File: config.mk
export PLATFORM = sky130hd
export DESIGN_NAME = rcbp_buffer
export DESIGN_NICKNAME = d
export VERILOG_FILES = /design/src/rcbp_pkg.sv /design/src/rcbp_buffer.sv
export SDC_FILE = /design/constraint.sdc
export NUM_CORES = 1
export LEC_CHECK = 0
export ABC_AREA = 1
export BUFFER_PORTS_ARGS = -buffer_cell sky130_fd_sc_hd__buf_2
export CAP_MARGIN = 10
export CORE_ASPECT_RATIO = 0.9
export CORE_MARGIN = 8
export CORE_UTILIZATION = 40
export CTS_CLUSTER_DIAMETER = 150
export DETAILED_ROUTE_END_ITERATION = 12
export PLACE_DENSITY = 0.64
export SLEW_MARGIN = 20
export SYNTH_ARGS = -nofsm -noshare
export SYNTH_HDL_FRONTEND = slang
export SYNTH_SLANG_ARGS = --single-unit
File: constraint.sdc
create_clock -name i_clock -period 1.82 [get_ports i_clock]
set_input_delay 0.364 -clock i_clock [delete_from_list [all_inputs] [get_ports i_clock]]
set_output_delay 0.364 -clock i_clock [all_outputs]
set_load 0.01 [all_outputs]
File: src/rcbp_pkg.sv
`default_nettype none
package rcbp_pkg;

	// ------------------------------------------------------------
	// Widths
	// ------------------------------------------------------------
	localparam int WIDE_BITS = 25; // Data inputs D1..D25 at bits 0..24
	localparam int ROWS = 14; // Output rows per column

	// ------------------------------------------------------------
	// Parity masks, bit 0 is D1
	// ------------------------------------------------------------
	localparam logic [24:0] MASK_WIDE = 25'h1ffffb6; // D2-3, D5-6, D8-25
	localparam logic [24:0] MASK_PAIR_A = 25'h0003fb6; // D2-3, D5-6, D8-14
	localparam logic [24:0] MASK_PAIR_B = 25'h0001fbf; // D1-6, D8-13

	// ------------------------------------------------------------
	// Second-column source in the wide arrangement
	// ------------------------------------------------------------
	localparam logic [13:0] WIDE_B_USED = 14'h3fb6; // Rows 1, 4, 7 unused
	localparam logic [4:0] WIDE_B_BASE = 5'h0e; // D15 index
	localparam logic [4:0] NO_SRC = 5'h1f;

	// ------------------------------------------------------------
	// Reset values and timing
	// ------------------------------------------------------------
	localparam logic ERR_N_IDLE = 1'b1; // Flag released
	localparam logic [1:0] ERR_HOLD_MIN = 2'h1; // Extra cycles after first low
	localparam int PARITY_LAG = 1; // Parity trails data by one cycle
	localparam int RESULT_LAG = 2; // Result two cycles after capture

	// ------------------------------------------------------------
	// Carriers
	// ------------------------------------------------------------
	typedef struct packed {
		logic [24:0] data;
		logic gated;
	} rcbp_word_t;

	typedef struct packed {
		logic fanout_select;
		logic variant_select;
	} rcbp_cfg_t;

endpackage : rcbp_pkg
`default_nettype wire

File: src/rcbp_buffer.sv
// Summary of operation
// - Acts as 25-bit one-output register or 14-bit two-output register.
// - Fanout select low gives 25-bit arrangement, high gives 14-bit.
// - In 14-bit mode variant select low is first device, high second.
// - All data inputs captured on the rising clock edge.
// - Parity covers the configuration's module-independent inputs only.
// - Odd count of ones over parity and checked bits is an error.
// - Partial parity and error appear two cycles after data capture.
// - Cascade feeds first partial parity to second; second error valid.
// - Error flag held low at least two cycles unless reset.
// - Consecutive errors keep the flag low while they persist.
// - Clock enable, chip selects and termination excluded from parity.
// - In 25-bit mode unused second outputs of CKE, ODT, CS low.
// - Reset pin is asynchronous to the clock.
// - Reset clears registers, forces data and partial parity low.
// - Leaving reset with inputs low keeps outputs low.
// - Both chip selects high freeze data and partial parity outputs.
// - Low-power state one cycle after both selects high freezes error.
// - Reset beats chip-select gating; error flag forced high.
`timescale 1ns/1ps
`default_nettype none

module rcbp_buffer (
	// Clock and resets
	input wire logic i_clock,
	input wire logic i_sys_rst,
	input wire logic i_reset_n,
	// Configuration straps
	input wire logic i_fanout_select,
	input wire logic i_variant_select,
	// Controller inputs
	input wire logic [24:0] i_data,
	input wire logic i_parity_in,
	input wire logic i_reg_chip_select_n,
	// Memory-side outputs
	output logic [13:0] o_buffered_outputs_a,
	output logic [13:0] o_buffered_outputs_b,
	// Parity outputs
	output logic o_partial_parity_out,
	output logic o_parity_error_n,
	output logic o_parity_error_oe,
	// Status
	output logic o_low_power_state
);

	// ------------------------------------------------------------
	// Reset pin synchroniser
	// ------------------------------------------------------------
	logic rst_meta_n;
	logic rst_sync_n;
	logic rst;

	// Two flops before the pin reset is used
	always_ff @(posedge i_clock) begin
		if (i_sys_rst) begin
			rst_meta_n <= 1'b0;
			rst_sync_n <= 1'b0;
		end else begin
			rst_meta_n <= i_reset_n;
			rst_sync_n <= rst_meta_n;
		end
	end

	assign rst = i_sys_rst | ~rst_sync_n;

	// ------------------------------------------------------------
	// Configuration decode
	// ------------------------------------------------------------
	rcbp_pkg::rcbp_cfg_t cfg;
	logic [24:0] check_mask;
	logic both_cs_high;

	assign cfg.fanout_select = i_fanout_select;
	assign cfg.variant_select = i_variant_select;
	// Data chip select is D7 in every arrangement
	assign both_cs_high = i_data[6] & i_reg_chip_select_n;

	// Mask selection; dependent signals never in a mask
	always_comb begin
		if (!cfg.fanout_select) begin
			check_mask = rcbp_pkg::MASK_WIDE;
		end else if (!cfg.variant_select) begin
			check_mask = rcbp_pkg::MASK_PAIR_A;
		end else begin
			check_mask = rcbp_pkg::MASK_PAIR_B;
		end
	end

	// ------------------------------------------------------------
	// Output mapping
	// ------------------------------------------------------------
	logic [13:0] next_q_a;
	logic [13:0] next_q_b;

	// Second column carries D15..D25 or a copy of the first column
	always_comb begin
		logic [4:0] src;
		src = rcbp_pkg::WIDE_B_BASE;
		next_q_a = i_data[13:0];
		next_q_b = 14'h0000;
		for (int r = 0; r < rcbp_pkg::ROWS; r++) begin
			if (cfg.fanout_select) begin
				next_q_b[r] = i_data[r];
			end else if (rcbp_pkg::WIDE_B_USED[r]) begin
				next_q_b[r] = i_data[src];
				src = src + 5'h01;
			end else begin
				next_q_b[r] = 1'b0;
			end
		end
	end

	// ------------------------------------------------------------
	// Data register with chip-select gating
	// ------------------------------------------------------------
	// Reset first, then the freeze, then normal capture
	always_ff @(posedge i_clock) begin
		if (rst) begin
			o_buffered_outputs_a <= 14'h0000;
			o_buffered_outputs_b <= 14'h0000;
		end else if (!both_cs_high) begin
			o_buffered_outputs_a <= next_q_a;
			o_buffered_outputs_b <= next_q_b;
		end
	end

	// ------------------------------------------------------------
	// Low-power state
	// ------------------------------------------------------------
	always_ff @(posedge i_clock) begin
		if (rst) begin
			o_low_power_state <= 1'b0;
		end else begin
			o_low_power_state <= both_cs_high;
		end
	end

	// ------------------------------------------------------------
	// Parity pipeline
	// ------------------------------------------------------------
	rcbp_pkg::rcbp_word_t word_cap;
	logic check_xor;
	logic parity_reg;
	logic gated_s2;
	logic next_ppo;

	// Stage one: data word and gate bit; receivers off under reset
	always_ff @(posedge i_clock) begin
		if (rst) begin
			word_cap <= '0;
		end else begin
			word_cap.data <= i_data;
			word_cap.gated <= both_cs_high;
		end
	end

	// Stage two: parity arrives now, one cycle after its word
	always_ff @(posedge i_clock) begin
		if (rst) begin
			check_xor <= 1'b0;
			parity_reg <= 1'b0;
			gated_s2 <= 1'b0;
		end else begin
			check_xor <= ^(word_cap.data & check_mask);
			parity_reg <= i_parity_in;
			gated_s2 <= word_cap.gated;
		end
	end

	assign next_ppo = parity_reg ^ check_xor;

	// Stage three: partial parity, frozen while gated
	always_ff @(posedge i_clock) begin
		if (rst) begin
			o_partial_parity_out <= 1'b0;
		end else if (!gated_s2) begin
			o_partial_parity_out <= next_ppo;
		end
	end

	// ------------------------------------------------------------
	// Error flag
	// ------------------------------------------------------------
	logic [1:0] err_hold;

	// Latch low on error, hold at least two cycles, freeze in low power
	always_ff @(posedge i_clock) begin
		if (rst) begin
			o_parity_error_n <= rcbp_pkg::ERR_N_IDLE;
			err_hold <= 2'h0;
		end else if (!o_low_power_state) begin
			if (next_ppo) begin
				o_parity_error_n <= 1'b0;
				err_hold <= rcbp_pkg::ERR_HOLD_MIN;
			end else if (err_hold != 2'h0) begin
				err_hold <= err_hold - 2'h1;
			end else begin
				o_parity_error_n <= rcbp_pkg::ERR_N_IDLE;
			end
		end
	end

	// Open-drain drive: enable pulls the line low
	assign o_parity_error_oe = ~o_parity_error_n;

	logic [1:0] run_age;

	// Cycles since reset released, saturating
	always_ff @(posedge i_clock) begin
		if (rst) begin
			run_age <= 2'h0;
		end else if (run_age != 2'h3) begin
			run_age <= run_age + 2'h1;
		end
	end
endmodule : rcbp_buffer
`default_nettype wire

==> summary.txt, run 1 <==
Die ar.: 8920 um2
post-synthesis sequential area ratio: 50.5%
remaining global-route overflow: 0
CP max stage delay: 0.31 ns
VDD IR max: 0.599 mV
wire per inst: 12.2 um
area occupied by multi-input gates: 936 um2
Largest register FFs: 25
Clk pwr share: 46.7%
filler cell count in the final layout: 592
combinational power share: 6.9%
met1 Use GR: 15.2%
endpoint type of the worst setup path: flop
crit path cell chain: nor2_1 > nor2_4 > inv_2 > nand3_1 > nand3_1 > nand2_1 > nand2_1 > nand2_1 > nor2_1 > nor2_2
crit path launch type: flop
Inst Count DP: 467
# IOs: 64
GPL Wtd Cong: 0.749
vias in the first global route: 2214
Cells after Synth: 338
Tot GR Track Use: 14.1%
Vias: 2229
switching share of power: 21.9%
count of TritonRoute iterations in the first routing pass: 4
synth unique cells: 20
Mapped Avg Cell Area: 7.28 um2
kind of critical path: reg2reg
GRT met2 Usage: 23.4%
antenna violations before repair: 0
Area Growth Syn to Fin: 26.0%
Hold Buf Count CTS: 0
register area: 1240 um2
dominant cells by area after synthesis: dfxtp_1 (50%), nand2_1 (11%), inv_1 (8.9%)
Clock Tree Root: clkbuf_8
commonest non-fill, non-tap cell in the layout: nand2_1
Max clock buf depth: 2
Max-Cap Viols: 0
worst path arrival time: 1.53 ns
DR vias/cell: 4.61
finished layout cell area: 3100 um2
routed wire length: 5.90 mm
fin nets: 439
Syn Nets: 371
Leak: 1.61 nW
Ys Warns: 0
post-synthesis register bit count: 62
measured slew at the worst slew-check pin: 0.513 ns
Mapped Area: 2460 um2
drt initial violations: 80
chip width: 98.7 um
PD cells: 968 nW/um2
TritonCTS clock tree: yes
crit path max fanout: 3
Largest regs: word_cap x25, o_buffered_outputs_a x14, o_buffered_outputs_b x14
layout cells sized above 1: 21.9%
cell taking the most area after synthesis: dfxtp_1
Finish-stage setup viols: 0
most frequent cells in the layout: nand2_1 (74), buf_2 (63), dfxtp_1 (62)
first-pass GRT wire length: 10.0 mm
RSZ-0062 raised after global routing: no
most flop-heavy register: word_cap
Worst-path clk slew: 0.06 ns
Post-CTS Resized: 0
Worst-Skew Late Latency: 0.34 ns
met3 usage: 6.24%
Min Clock Period, post-route: 1.30 ns
Req. time, crit path: 2.06 ns
crit share post-route: 71.3%
Initial Util: 40.7%
Int Power: 2.34 mW
Die Y: 90.4 um
H-tree depth: 3
critical path's slowest cell: dfxtp_1
Std-Cell Rows: 27
Max Slew Vio Count: 0
CTS Buf Count: 9
relative slew slack: 65.7%
Most Used Layer, Global Route: met2
Fin Setup TNS: 0 ns
setup bufs post-CTS: 0
post-route ant nets: 0
Max Fclk: 0.770 GHz
clk sinks: 62
HP Class: in2reg
DRC viols: 0
P_sw: 0.658 mW
PnR Total Power: 3.00 mW
Reg power frac: 46.4%
status: complete, no violations
Port Buffer Count: 63
Worst Clk Skew: 0.00480 ns
core footprint: 6050 um2
final hold viol count: 0
Area after DPL: 2870 um2
fin cells: 483
# diodes: 0
pin count of the biggest net entering global routing: 25
top-area cell type share of the netlist area: 50.5%
hpwl dp: 4.44 mm
Crit path top cell by count: nand2_1
[synth_stat cells]
library cell	count
o21ai_0	39
a31oi_1	1
nor2_4	1
xnor2_1	4
buf_2	4
nand2_1	74
nand4_1	1
inv_2	2
o311ai_0	1
clkbuf_1	7
buf_6	1
a21oi_1	22
nand3_1	16
ha_1	1
o22a_1	3
xor2_1	1
inv_1	58
dfxtp_1	62
nor2_1	37
nor2_2	3
[stage by stage]
step / setup slack (ns) / hold slack [ns] / utilization, %
global route: 0.337 / 0.211 / 51.3
floorplan: 0.543 / 0.388 / -
detailed placement: 0.349 / 0.410 / 47.4
global placement: 0.402 / 0.396 / 47.4
CTS: 0.520 / 0.188 / 51.3
finish: 0.522 / 0.208 / 51.3
[cell families (layout without fill, tap and decap cells)]
group / after synthesis / after routing / synth area share (%)
flip-flops: 62 / 62 / 50.5
buffers and inverters: 72 / 145 / 11.5
AO/OA/AOI/OAI: 66 / 66 / 14.1
AND/OR/NAND/NOR: 132 / 132 / 21.7
XOR/XNOR: 5 / 5 / 1.78
adder cells (fa/ha/maj): 1 / 1 / 0.509
[layer usage]
layer | vias up | share of wire, %
li1 | 1181 | -
met1 | 989 | 45
met2 | 47 | 47
met3 | 12 | 6.5
met4 | 0 | 1.7
met5 | - | 0
[layout make-up]
class / count / share of cell area, %
flip-flops and latches: 62 / 40.0
multi-input cells: 204 / 30.2
repair buffers: 69 / 12.0
inverters: 60 / 7.27
clock buffers: 13 / 5.45
well taps: 72 / 2.91
clock inverters: 3 / 2.10
[critical path, delay by kind of cell, from the launching register on]
| kind | cells | cell delay [ns] |
|---|---|---|
| and+or+nand+nor | 9 | 0.83 |
| buffers and inverters | 1 | 0.06 |
| DFF | 1 | 0.31 |
[worst paths after layout]
| kind | startpoint | endpoint | slack [ns] | cells past startpoint |
|---|---|---|---|---|
| min reg2reg | rst_meta_n$_SDFF_PP0_ | rst_sync_n$_SDFF_PP0_ | 0.42 | 2 |
| max reg2reg | word_cap[15]$_SDFF_PP0_ | check_xor$_SDFF_PP0_ | 0.52 | 10 |
| max | word_cap[15]$_SDFF_PP0_ | check_xor$_SDFF_PP0_ | 0.52 | 10 |
| min | i_sys_rst | rst_sync_n$_SDFF_PP0_ | 0.21 | 2 |
[power by group through the flow]
| stage | clock, mW | combinational (mW) | sequential [mW] |
|---|---|---|---|
| CTS | 1.44 | 0.211 | 1.39 |
| detailed placement | 0 | 0.209 | 1.42 |
| floorplan | 0 | 0.118 | 1.43 |
| finish | 1.40 | 0.208 | 1.39 |
| global placement | 0 | 0.206 | 1.42 |
| global route | 1.49 | 0.239 | 1.39 |
(Power assumes the default switching activity.)
==> run 2: changes to the inputs <==
Settings changed: ABC_AREA 1 to 0, PLACE_DENSITY 0.64 to 0.67.
Clock period 1.82 ns to 1.1 ns, I/O delays scaled along.
==> run 2 against run 1 <==
The flow now finishes with violations (negative setup slack). Synthesized area is 7.1% lower. Cell area is 6.0% lower. Via count is 23% lower. Count of clock-buffer cells in the layout stayed put. Clock power is 37% higher. Flip-flop and latch count stayed put. Clock skew is 0.0012 ns higher. Sequential share of layout area is 2.8 points higher. Largest cell class unchanged. Highest routed layer unchanged.
==> summary.txt, run 2 <==
Max Slew Vio Count: 0 (unchanged)
remaining global-route overflow: 0 (unchanged)
most frequent cells in the layout: buf_2 (63), dfxtp_1 (59), nand2_1 (33)
fin nets: 339 (-23%)
antenna violations before repair: 0 (unchanged)
Clk pwr share: 42.2% (-4.5 points)
Int Power: 3.59 mW (+53%)
Tot GR Track Use: 13.4% (-0.74 points)
hold slack: 0.0875 ns (-0.120 ns)
Req. time, crit path: 1.32 ns (-0.74 ns)
count of TritonRoute iterations in the first routing pass: 4 (unchanged)
P_sw: 0.968 mW (+47%)
final hold viol count: 0 (unchanged)
PnR worst setup slack: -0.315 ns (-0.837 ns)
Worst Clk Skew: 0.00596 ns (+0.00116 ns)
# IOs: 64 (unchanged)
Port Buffer Count: 63 (unchanged)
Worst-Skew Late Latency: 0.33 ns (about the same)
Largest register FFs: 25 (unchanged)
hold path cells: 2 (unchanged)
Max Fclk: 0.707 GHz (-8.3%)
Die Y: 87.7 um (-3.0%)
Vias: 1727 (-23%)
layout cells sized above 1: 29.8% (+7.9 points)
PnR Total Power: 4.56 mW (+52%)
Max-Cap Viols: 0 (unchanged)
TritonCTS clock tree: yes
Worst R2R Path Depth: 6 (-4)
post-synthesis register bit count: 62 (unchanged)
clk sinks: 62 (unchanged)
Ys Warns: 0 (unchanged)
Leak: 1.35 nW (-16%)
Core Util, Final: 52.1% (+0.83 points)
endpoint type of the worst setup path: flop
measured slew at the worst slew-check pin: 0.550 ns (+0.0367 ns)
post-synthesis sequential area ratio: 54.3% (+3.9 points)
first-pass GRT wire length: 8.61 mm (-14%)
pin count of the biggest net entering global routing: 26 (+4.0%)
kind of critical path: reg2reg
relative slew slack: 63.4% (-2.4 points)
# diodes: 0 (unchanged)
Cells after Synth: 236 (-30%)
top-area cell type share of the netlist area: 54.3% (+3.9 points)
hpwl dp: 3.85 mm (-13%)
Die ar.: 8390 um2 (-5.9%)
Largest regs: word_cap x25, o_buffered_outputs_a x14, o_buffered_outputs_b x14
HP Class: in2reg
RSZ-0062 raised after global routing: yes
PD cells: 1570 nW/um2 (+62%)
core footprint: 5600 um2 (-7.5%)
pre-CTS WS: -0.383 ns (-0.732 ns)
Reg power frac: 50.4% (+4.0 points)
Area Growth Syn to Fin: 27.5%
crit path launch type: flop
commonest non-fill, non-tap cell in the layout: buf_2
CTS Buf Count: 9 (unchanged)
worst path arrival time: 1.64 ns (+0.11 ns)
DR vias/cell: 4.56 (-1.3%)
Mapped Area: 2280 um2 (-7.1%)
routed wire length: 5.06 mm (-14%)
post-route ant nets: 0 (unchanged)
GPL Wtd Cong: 0.754 (+0.69%)
filler cell count in the final layout: 543 (-8.3%)
DRC viols: 0 (unchanged)
failing checks: negative setup slack
crit path max fanout: 1 (-2)
Max clock buf depth: 2 (unchanged)
count leader, synth: dfxtp_1
Min Clock Period, post-route: 1.42 ns (+0.117 ns)
dominant cells by area after synthesis: dfxtp_1 (54%), and2_1 (7.4%), xnor2_1 (5.8%)
finished layout cell area: 2910 um2 (-6.0%)
Worst-path clk slew: 0.06 ns (about the same)
chip width: 95.7 um (-3.0%)
Mapped Avg Cell Area: 9.68 um2 (+33%)
switching share of power: 21.2% (-0.69 points)
synth unique cells: 23 (+15%)
most flop-heavy register: word_cap
Clock Tree Root: clkbuf_8
VDD IR max: 0.849 mV (+42%)
number of synthesized flops with an enable pin: 0 (unchanged)
prevailing post-synth register cell: dfxtp_1
Initial Util: 40.8% (+0.15 points)
cell taking the most area after synthesis: dfxtp_1
most common library cells after synthesis: dfxtp_1 (62), nand2_1 (33), and2_1 (27)
Finish-stage setup viols: 1 (+1)
async set-reset flop share out of synthesis: 0% (unchanged)
H-tree depth: 3 (unchanged)
combinational power share: 7.5% (+0.6 points)
Syn Nets: 269 (-27%)
Std-Cell Rows: 26 (-3.7%)
status: finished, violations left
vias in the first global route: 1878 (-15%)
wire per inst: 13.3 um (+9.2%)
crit share post-route: 129% (+57 points)
drt initial violations: 77 (-3.8%)
Area after DPL: 2710 um2 (-5.3%)
run 2: changes by cell type after synthesis, sizes merged, moves of 12 or more:
cell	previous run	this run
nand3	16	4
and2	0	27
nand2	74	34
nor2	41	18
mux2i	0	13
o21ai	39	1
inv	60	4
run 2: power by group through the flow:
stage / Combinational, mW / Sequential, mW / Clock [mW]
2_1_floorplan: 0.196 / 2.35 / 0
3_3_place_gp: 0.346 / 2.35 / 0
3_5_place_dp: 0.349 / 2.35 / 0
4_1_cts: 0.346 / 2.30 / 1.98
5_1_grt: 0.380 / 2.30 / 2.08
6_report: 0.341 / 2.30 / 1.92
run 2: repair_timing:
action | 4_1_cts | 5_1_grt
endpoints found under the setup margin | 2 | 6
hold buffers | 0 | 0
hold endpoints to repair | 0 | 0
buffers inserted | 0 | 0
pin swaps | 1 | 3
resized for setup | 1 | 6
run 2: metal layers:
layer	track usage, %	routed length, um	share of wire, %	vias up
li1	-	-	-	903
met5	0	0	0	-
met2	20.9	2450	49	33
met1	15.8	2290	45	787
met4	5.02	35	0.69	0
met3	5.91	274	5.4	4
run 2: final cells by class:
class	count	area (um2)	area share, %
multi-input cells	156	972	33.4
clock buffers	13	159	5.45
clock inverters	1	30.0	1.03
flip-flops and latches	62	1250	42.8
inverters	4	15.0	0.515
repair buffers	73	403	13.8
well taps	70	87.6	3.01
run 2: kinds of logic after synthesis:
family	Yosys count	share of synthesized area (%)
XOR/XNOR	20	8.87
flip-flops	62	54.3
AO/OA/AOI/OAI	33	8.60
multiplexers	13	5.70
adder cells (fa/ha/maj)	1	0.548
buffers and inverters	18	3.34
AND/OR/NAND/NOR	89	18.6
run 2: path summary, 6_finish.rpt:
path | from | endpoint | slack [ns]
hold / removal | i_sys_rst | rst_meta_n$_SDFF_PP0_ | 0.09
setup reg to reg | word_cap[20]$_SDFF_PP0_ | check_xor$_SDFF_PP0_ | -0.32
setup / recovery | word_cap[20]$_SDFF_PP0_ | check_xor$_SDFF_PP0_ | -0.32
hold reg to reg | rst_meta_n$_SDFF_PP0_ | rst_sync_n$_SDFF_PP0_ | 0.45
run 2: metrics by stage:
stage | setup TNS (ns) | instances
6_report | -0.315 | 379
5_1_grt | -0.368 | 379
4_1_cts | -0.322 | 379
3_5_place_dp | -1.10 | 365
3_3_place_gp | -1.03 | 365
2_1_floorplan | -0.295 | 236
run 2: critical path: stages (launching register included):
cell and delay [ns]:
dfxtp_1 0.33, xor2_1 0.14, xnor3_1 0.42, xnor2_1 0.13, nor2_1 0.11, xnor2_1 0.13
nor2_1 0.05
